File: src/rtl/gpio_ctrl_pkg.sv
// Functional notes
// - Enabled high-line condition sets summary status bit; the code counts it only on lines with direction zero (input)
// - Disabled line never sets summary bit
// - Debounce-disable zero keeps input filter active
// - Debounce-disable one passes level unfiltered
// - Output value zero drives line low
// - Output value one drives high per type
// - Drive type: zero push-pull, one open-drain
// - Line 6 bits reserved unless eleven-line variant
// - Condition is level matching selected polarity
// - Direction zero input, one output
// - High-line drive types in next register
package gpio_ctrl_pkg;
	localparam int LINE_COUNT = 11;
	localparam int LOW_LINES = 6;
	localparam int HIGH_LINES = 5;
	localparam int LINE6_BIT = 5;
	localparam int SUMMARY_BIT = 1;
	localparam logic [7:0] STATUS_OFFSET = 8'h01;
	localparam logic [7:0] IRQ_ENABLE_HIGH_OFFSET = 8'h20;
	localparam logic [7:0] DEBOUNCE_DISABLE_LOW_OFFSET = 8'h21;
	localparam logic [7:0] DEBOUNCE_DISABLE_HIGH_OFFSET = 8'h22;
	localparam logic [7:0] OUTPUT_VALUE_LOW_OFFSET = 8'h23;
	localparam logic [7:0] OUTPUT_VALUE_HIGH_OFFSET = 8'h24;
	localparam logic [7:0] DRIVE_TYPE_LOW_OFFSET = 8'h25;
	localparam logic [7:0] DRIVE_TYPE_HIGH_OFFSET = 8'h26;
	localparam logic [7:0] DIRECTION_LOW_OFFSET = 8'h27;
	localparam logic [7:0] DIRECTION_HIGH_OFFSET = 8'h28;
	localparam logic [LOW_LINES-1:0] LOW_RESET = 6'h00;
	localparam logic [HIGH_LINES-1:0] HIGH_RESET = 5'h00;
	localparam logic [7:0] READ_ZERO = 8'h00;
	localparam int DEBOUNCE_CYCLES_DEFAULT = 100;
endpackage

File: src/rtl/line_filter_if.sv
`timescale 1ns/1ps
interface line_filter_if;
	import gpio_ctrl_pkg::*;
	logic [LINE_COUNT-1:0] raw;
	logic [LINE_COUNT-1:0] bypass;
	logic [LINE_COUNT-1:0] clean;
	modport ctrl (output raw, output bypass, input clean);
	modport filter (input raw, input bypass, output clean);
endinterface

File: src/rtl/line_debounce.sv
`timescale 1ns/1ps
module line_debounce #(
	parameter int DEBOUNCE_CYCLES = gpio_ctrl_pkg::DEBOUNCE_CYCLES_DEFAULT
) (
	input wire logic clk_sys, // System clock
	input wire logic rst_b, // Async reset, active low
	line_filter_if.filter lines // Raw pin levels in, filtered levels out
);
	import gpio_ctrl_pkg::*;
	localparam int CW = $clog2(DEBOUNCE_CYCLES + 1);
	localparam logic [CW-1:0] CNT_LIMIT = CW'(DEBOUNCE_CYCLES - 1);

	logic [LINE_COUNT-1:0] meta_reg;
	logic [LINE_COUNT-1:0] sync_reg;
	logic [LINE_COUNT-1:0] clean_reg, clean_next;
	logic [CW-1:0] cnt_reg [LINE_COUNT];
	logic [CW-1:0] cnt_next [LINE_COUNT];

	always_comb
	begin
		for (int i = 0; i < LINE_COUNT; i++)
		begin
			clean_next[i] = clean_reg[i];
			cnt_next[i] = '0;
			if (lines.bypass[i])
				clean_next[i] = sync_reg[i];
			else if (sync_reg[i] != clean_reg[i])
			begin
				// Level must hold for the whole window before it is taken
				if (cnt_reg[i] == CNT_LIMIT)
					clean_next[i] = sync_reg[i];
				else
					cnt_next[i] = cnt_reg[i] + CW'(1);
			end
		end
	end

	always_ff @(posedge clk_sys or negedge rst_b)
	begin
		if (!rst_b)
		begin
			meta_reg <= '0;
			sync_reg <= '0;
			clean_reg <= '0;
			for (int i = 0; i < LINE_COUNT; i++)
				cnt_reg[i] <= '0;
		end
		else
		begin
			meta_reg <= lines.raw;
			sync_reg <= meta_reg;
			clean_reg <= clean_next;
			for (int i = 0; i < LINE_COUNT; i++)
				cnt_reg[i] <= cnt_next[i];
		end
	end

	assign lines.clean = clean_reg;

	property p_bypass_follows;
		@(posedge clk_sys) disable iff (!rst_b)
		lines.bypass[0] |=> clean_reg[0] == $past(sync_reg[0]);
	endproperty
	a_bypass_follows: assert property (p_bypass_follows) else $error("bypassed line not passed");

	property p_filter_holds;
		@(posedge clk_sys) disable iff (!rst_b)
		(!lines.bypass[0] && sync_reg[0] != clean_reg[0] && cnt_reg[0] == '0)
			|=> clean_reg[0] == $past(clean_reg[0]);
	endproperty
	a_filter_holds: assert property (p_filter_holds) else $error("filter passed a fresh edge");
endmodule

File: src/rtl/gpio_irq_debounce_output_ctrl.sv
`timescale 1ns/1ps
module gpio_irq_debounce_output_ctrl #(
	parameter bit LINE6_PRESENT = 1'b1,
	parameter int DEBOUNCE_CYCLES = gpio_ctrl_pkg::DEBOUNCE_CYCLES_DEFAULT
) (
	input wire logic clk_sys, // System clock
	input wire logic rst_b, // Async reset, active low
	input wire logic reg_write, // Register write strobe from serial engine
	input wire logic [7:0] reg_addr, // Register offset
	input wire logic [7:0] reg_wdata, // Write data
	output logic [7:0] reg_rdata, // Read data, one cycle after address
	input wire logic [gpio_ctrl_pkg::HIGH_LINES-1:0] line_irq_polarity, // Lines 11..7 level
	input wire logic [gpio_ctrl_pkg::LINE_COUNT-1:0] gpio_in, // Pin levels
	output logic [gpio_ctrl_pkg::LINE_COUNT-1:0] gpio_out, // Pin drive value
	output logic [gpio_ctrl_pkg::LINE_COUNT-1:0] gpio_oe, // Pin drive enable
	output logic input_irq_summary_bit // Summary input interrupt status
);
	import gpio_ctrl_pkg::*;

	localparam logic [LOW_LINES-1:0] LOW_MASK = {LINE6_PRESENT, 5'h1F};

	logic [HIGH_LINES-1:0] irq_enable_reg, irq_enable_next;
	logic [LOW_LINES-1:0] deb_dis_low_reg, deb_dis_low_next;
	logic [HIGH_LINES-1:0] deb_dis_high_reg, deb_dis_high_next;
	logic [LOW_LINES-1:0] out_low_reg, out_low_next;
	logic [HIGH_LINES-1:0] out_high_reg, out_high_next;
	logic [LOW_LINES-1:0] type_low_reg, type_low_next;
	logic [HIGH_LINES-1:0] type_high_reg, type_high_next;
	logic [LOW_LINES-1:0] dir_low_reg, dir_low_next;
	logic [HIGH_LINES-1:0] dir_high_reg, dir_high_next;
	logic [7:0] rdata_next;
	logic summary_next;
	logic [LINE_COUNT-1:0] pin_out_next, pin_oe_next;
	logic [LINE_COUNT-1:0] data_all, type_all, dir_all;
	logic [HIGH_LINES-1:0] irq_condition;

	line_filter_if lines ();

	line_debounce #(.DEBOUNCE_CYCLES(DEBOUNCE_CYCLES)) u_debounce (
		.clk_sys(clk_sys),
		.rst_b(rst_b),
		.lines(lines)
	);

	function automatic logic [7:0] low_field(input logic [LOW_LINES-1:0] v);
		low_field = {2'h0, v & LOW_MASK};
	endfunction

	function automatic logic [7:0] high_field(input logic [HIGH_LINES-1:0] v);
		high_field = {3'h0, v};
	endfunction

	assign data_all = {out_high_reg, out_low_reg};
	assign type_all = {type_high_reg, type_low_reg};
	assign dir_all = {dir_high_reg, dir_low_reg};
	assign lines.raw = gpio_in;
	assign lines.bypass = {deb_dis_high_reg, deb_dis_low_reg};

	// Register writes; reserved and absent bits are dropped here
	always_comb
	begin
		irq_enable_next = irq_enable_reg;
		deb_dis_low_next = deb_dis_low_reg;
		deb_dis_high_next = deb_dis_high_reg;
		out_low_next = out_low_reg;
		out_high_next = out_high_reg;
		type_low_next = type_low_reg;
		type_high_next = type_high_reg;
		dir_low_next = dir_low_reg;
		dir_high_next = dir_high_reg;
		if (reg_write)
		begin
			case (reg_addr)
				IRQ_ENABLE_HIGH_OFFSET: irq_enable_next = reg_wdata[HIGH_LINES-1:0];
				DEBOUNCE_DISABLE_LOW_OFFSET: deb_dis_low_next = reg_wdata[LOW_LINES-1:0] & LOW_MASK;
				DEBOUNCE_DISABLE_HIGH_OFFSET: deb_dis_high_next = reg_wdata[HIGH_LINES-1:0];
				OUTPUT_VALUE_LOW_OFFSET: out_low_next = reg_wdata[LOW_LINES-1:0] & LOW_MASK;
				OUTPUT_VALUE_HIGH_OFFSET: out_high_next = reg_wdata[HIGH_LINES-1:0];
				DRIVE_TYPE_LOW_OFFSET: type_low_next = reg_wdata[LOW_LINES-1:0] & LOW_MASK;
				DRIVE_TYPE_HIGH_OFFSET: type_high_next = reg_wdata[HIGH_LINES-1:0];
				DIRECTION_LOW_OFFSET: dir_low_next = reg_wdata[LOW_LINES-1:0] & LOW_MASK;
				DIRECTION_HIGH_OFFSET: dir_high_next = reg_wdata[HIGH_LINES-1:0];
				default: ;
			endcase
		end
	end

	// Read mux; unmapped offsets answer zero
	always_comb
	begin
		case (reg_addr)
			STATUS_OFFSET: rdata_next = READ_ZERO | (8'(input_irq_summary_bit) << SUMMARY_BIT);
			IRQ_ENABLE_HIGH_OFFSET: rdata_next = high_field(irq_enable_reg);
			DEBOUNCE_DISABLE_LOW_OFFSET: rdata_next = low_field(deb_dis_low_reg);
			DEBOUNCE_DISABLE_HIGH_OFFSET: rdata_next = high_field(deb_dis_high_reg);
			OUTPUT_VALUE_LOW_OFFSET: rdata_next = low_field(out_low_reg);
			OUTPUT_VALUE_HIGH_OFFSET: rdata_next = high_field(out_high_reg);
			DRIVE_TYPE_LOW_OFFSET: rdata_next = low_field(type_low_reg);
			DRIVE_TYPE_HIGH_OFFSET: rdata_next = high_field(type_high_reg);
			DIRECTION_LOW_OFFSET: rdata_next = low_field(dir_low_reg);
			DIRECTION_HIGH_OFFSET: rdata_next = high_field(dir_high_reg);
			default: rdata_next = READ_ZERO;
		endcase
	end

	// Summary status follows enabled input conditions on lines 11..7
	always_comb
	begin
		for (int i = 0; i < HIGH_LINES; i++)
			irq_condition[i] = ~(lines.clean[LOW_LINES+i] ^ line_irq_polarity[i]);
		summary_next = |(irq_enable_reg & irq_condition & ~dir_high_reg);
	end

	// Pin drive: open drain only ever pulls low
	always_comb
	begin
		for (int i = 0; i < LINE_COUNT; i++)
		begin
			pin_out_next[i] = data_all[i] & ~type_all[i];
			pin_oe_next[i] = dir_all[i] & ~(type_all[i] & data_all[i]);
		end
	end

	always_ff @(posedge clk_sys or negedge rst_b)
	begin
		if (!rst_b)
		begin
			irq_enable_reg <= HIGH_RESET;
			deb_dis_low_reg <= LOW_RESET;
			deb_dis_high_reg <= HIGH_RESET;
			out_low_reg <= LOW_RESET;
			out_high_reg <= HIGH_RESET;
			type_low_reg <= LOW_RESET;
			type_high_reg <= HIGH_RESET;
			dir_low_reg <= LOW_RESET;
			dir_high_reg <= HIGH_RESET;
			reg_rdata <= READ_ZERO;
			input_irq_summary_bit <= 1'b0;
			gpio_out <= '0;
			gpio_oe <= '0;
		end
		else
		begin
			irq_enable_reg <= irq_enable_next;
			deb_dis_low_reg <= deb_dis_low_next;
			deb_dis_high_reg <= deb_dis_high_next;
			out_low_reg <= out_low_next;
			out_high_reg <= out_high_next;
			type_low_reg <= type_low_next;
			type_high_reg <= type_high_next;
			dir_low_reg <= dir_low_next;
			dir_high_reg <= dir_high_next;
			reg_rdata <= rdata_next;
			input_irq_summary_bit <= summary_next;
			gpio_out <= pin_out_next;
			gpio_oe <= pin_oe_next;
		end
	end

	property p_summary_set;
		@(posedge clk_sys) disable iff (!rst_b)
		(irq_enable_reg[0] && !dir_high_reg[0] && irq_condition[0]) |=> input_irq_summary_bit;
	endproperty
	a_summary_set: assert property (p_summary_set) else $error("enabled condition missed");

	property p_summary_cause;
		@(posedge clk_sys) disable iff (!rst_b)
		input_irq_summary_bit
			|-> |($past(irq_enable_reg) & $past(irq_condition) & ~$past(dir_high_reg));
	endproperty
	a_summary_cause: assert property (p_summary_cause) else $error("summary without cause");

	property p_polarity;
		@(posedge clk_sys) disable iff (!rst_b)
		irq_condition[0] == (lines.clean[LOW_LINES] == line_irq_polarity[0]);
	endproperty
	a_polarity: assert property (p_polarity) else $error("condition ignores polarity");

	property p_drive_low;
		@(posedge clk_sys) disable iff (!rst_b)
		(dir_all[0] && !data_all[0]) |=> (gpio_oe[0] && !gpio_out[0]);
	endproperty
	a_drive_low: assert property (p_drive_low) else $error("zero value not driven low");

	property p_drive_high;
		@(posedge clk_sys) disable iff (!rst_b)
		(dir_all[7] && data_all[7] && !type_all[7]) |=> (gpio_oe[7] && gpio_out[7]);
	endproperty
	a_drive_high: assert property (p_drive_high) else $error("push-pull one not high");

	property p_open_drain;
		@(posedge clk_sys) disable iff (!rst_b)
		(type_all[8] && data_all[8]) |=> (!gpio_oe[8] && !gpio_out[8]);
	endproperty
	a_open_drain: assert property (p_open_drain) else $error("open drain drove high");

	property p_input_released;
		@(posedge clk_sys) disable iff (!rst_b)
		!dir_all[2] |=> !gpio_oe[2];
	endproperty
	a_input_released: assert property (p_input_released) else $error("input line driven");

	property p_line6_reserved;
		@(posedge clk_sys) disable iff (!rst_b)
		(reg_write && reg_addr == OUTPUT_VALUE_LOW_OFFSET)
			|=> out_low_reg[LINE6_BIT] == (LINE6_PRESENT && $past(reg_wdata[LINE6_BIT]));
	endproperty
	a_line6_reserved: assert property (p_line6_reserved) else $error("line 6 bit took a write");

	property p_reserved_zero;
		@(posedge clk_sys) disable iff (!rst_b)
		(reg_addr == IRQ_ENABLE_HIGH_OFFSET) |=> reg_rdata[7:HIGH_LINES] == 3'h0;
	endproperty
	a_reserved_zero: assert property (p_reserved_zero) else $error("reserved bits read nonzero");
endmodule

File: config.mk
export PLATFORM = sky130hd
export DESIGN_NAME = gpio_irq_debounce_output_ctrl
export DESIGN_NICKNAME = d
export VERILOG_FILES = /design/src/rtl/gpio_ctrl_pkg.sv /design/src/rtl/line_filter_if.sv /design/src/rtl/line_debounce.sv /design/src/rtl/gpio_irq_debounce_output_ctrl.sv
export SDC_FILE = /design/constraint.sdc
export NUM_CORES = 1
export LEC_CHECK = 0
export BUFFER_PORTS_ARGS = -buffer_cell sky130_fd_sc_hd__buf_2
export CORE_MARGIN = 4
export CORE_UTILIZATION = 65
export DETAILED_ROUTE_END_ITERATION = 8
export PLACE_DENSITY = 0.86
export SLEW_MARGIN = 30
export SYNTH_ARGS = -nofsm -noshare
export SYNTH_HDL_FRONTEND = slang
export SYNTH_HIERARCHICAL = 1
export SYNTH_SLANG_ARGS = --single-unit
File: constraint.sdc
create_clock -name clk_sys -period 3.7 [get_ports clk_sys]
set_clock_uncertainty 0.2 [all_clocks]
set_input_delay 0.555 -clock clk_sys [delete_from_list [all_inputs] [get_ports clk_sys]]
set_output_delay 0.555 -clock clk_sys [all_outputs]
set_load 0.05 [all_outputs]
==> flow_metrics.env <==
export IMPL_finalSetupViolations=0
export IMPL_largest_reg_flops=35
export IMPL_wl_per_cell_um=19.1
export IMPL_tightest_slew_ps=780
export IMPL_peakVddDrop_uv=354
export IMPL_initial_utilization=0.675
export IMPL_post_route_cell_area_mm2=0.00656
export IMPL_synthesis_area_mm2=0.00557
export IMPL_cp_end_kind="register"
export IMPL_final_antenna_net_count=0
export IMPL_grt_pass1_vias=4017
export IMPL_antenna_found_initial=0
export IMPL_stdcell_count=626
export IMPL_crit_type="primary input to register"
export IMPL_grt_pass1_wl_mm=20.1
export IMPL_place_area_mm2=0.00595
export IMPL_crit_end="type_low_reg[1]"
export IMPL_p_per_area_mw_per_mm2=554
export IMPL_track_usage=0.259
export IMPL_drv_cap=0
export IMPL_die_height_um=101
export IMPL_coreArea_mm2=0.00826
export IMPL_cts_buffer_depth=2
export IMPL_drt_initial_drc_count=337
export IMPL_setup_tns_ps=0
export IMPL_row_count=33
export IMPL_clk_pin_slew_ps=60
export IMPL_cts_root_buf="clkbuf_8"
export IMPL_outcome="finished, final reports clean"
export IMPL_rsz0062_at_grt="no"
export IMPL_hpwl_mm=7.73
export IMPL_cts_buffers=17
export IMPL_finalPower_uw=3630
export IMPL_postCtsResizedCells=0
export IMPL_nets=548
export IMPL_drt_first_pass_iters=5
export IMPL_crit_fanout=13
export IMPL_r2r_start="u_debounce/cnt_reg[21]"
export IMPL_synthCells=435
export IMPL_synth_warning_count=6
export IMPL_insertion_delay_ps=510
export IMPL_syn_to_final_growth_pct=17.7
export IMPL_holdWs_ps=113
export IMPL_vias=3846
export IMPL_dieArea_mm2=0.0101
export IMPL_drive_above_1_share=0.301
export IMPL_r2r_end="u_debounce/lines.clean[7]"
export IMPL_place_inst=588
export IMPL_start_kind="primary input"
export IMPL_hold_viol_final=0
export IMPL_cp_startpoint="reg_addr[2]"
export IMPL_relSlewSlack=0.480
export IMPL_wl_mm=11.9
export IMPL_cp_required_ps=3900
export IMPL_hp_class="primary input to register"
export IMPL_finalCritPeriodShare=0.647
export IMPL_p_leak_uw=0.00318
export IMPL_cts_sinks=128
export IMPL_reg2reg_depth=4
export IMPL_overflow=0
export IMPL_place_gp_congestion=0.882
export IMPL_arrival_ps=2590
export IMPL_die_width_um=101
export IMPL_io_pins=66
export IMPL_vias_per_cell=6.14
export IMPL_r2r_slack_ps=1930
export IMPL_min_period_ps=2390
export IMPL_num_fill_cells=461
export IMPL_antennaDiodeCount=0
export IMPL_multiInputGateArea_mm2=0.00229
export IMPL_fmax_mhz=418
export IMPL_cts_tree="built"
export IMPL_register_area_mm2=0.00320
export IMPL_drc=0
export IMPL_drv_slew=0
export IMPL_grt_max_degree=69
export IMPL_syn_mean_instance_area_um2=12.8
export IMPL_htreeDepth=4
export IMPL_io_buffer_count=55
[where the power goes]
part / switching [µW] / internal, µW
registers: 122 / 1530
logic: 278 / 187
clock network: 579 / 937
[what timing repair did]
action                                 in CTS  in global routing
endpoints found under the hold margin      65                  0
hold buffers                                6                  0
setup buffers                               0                  0
[how the worst min path moves through the flow]
| stage | cells after the start | startpoint | slack, ps | endpoint |
|---|---|---|---|---|
| final | 2 | reg_wdata[5] | 110 | type_low_reg[5] |
| after global routing | 2 | reg_wdata[5] | 120 | type_low_reg[5] |
| after CTS | 2 | reg_wdata[5] | 110 | type_low_reg[5] |
| after detailed placement | 0 | u_debounce/meta_reg[7] | 140 | u_debounce/sync_reg[7] |
| after global placement | 0 | u_debounce/meta_reg[10] | 130 | u_debounce/sync_reg[10] |
| after floorplan | 0 | rst_b | 60 | deb_dis_high_reg[0] |
[per-stage QoR]
stage	utilization	worst slack, ps
floorplan	-	1590
global placement	0.720	1040
detailed placement	0.720	960
CTS	0.794	1420
global route	0.794	1320
finish	0.794	1310
[layout make-up]
| class | count | share of cell area |
|---|---|---|
| sequential | 128 | 0.488 |
| multi-input combinational | 293 | 0.349 |
| clock buffer | 22 | 0.0706 |
| timing repair buffer | 63 | 0.0557 |
| tap | 105 | 0.0200 |
| clock inverter | 10 | 0.0132 |
| inverter | 5 | 0.00343 |
[placed cells by master (no fill, tap or decap), drive strengths merged, types with 5 or more instances in the layout]
cell         count
dfrtp          128
xor2            12
nand3           24
or3              9
nand2           17
ha               5
nand4            7
a21boi          10
clkinv           9
mux2i            8
mux2            56
buf             57
nor2b           16
dlygate4sd3      6
nor2            27
and3             9
o21ai           15
clkbuf          22
xnor2           13
a21oi           15
[metal layers]
metal | part of all wire | GRT usage | vias up
li1 | - | - | 1729
met1 | 0.40 | 0.333 | 1926
met2 | 0.50 | 0.429 | 161
met3 | 0.071 | 0.0609 | 30
met4 | 0.024 | 0.102 | 0
met5 | 0 | 0 | -
[critical path, cell delays in order]
cell and delay [ps]:
buf_2 280, nor2b_1 410, and2_1 460, nand3_1 450, mux2_2 420
(Power assumes the default switching activity.)
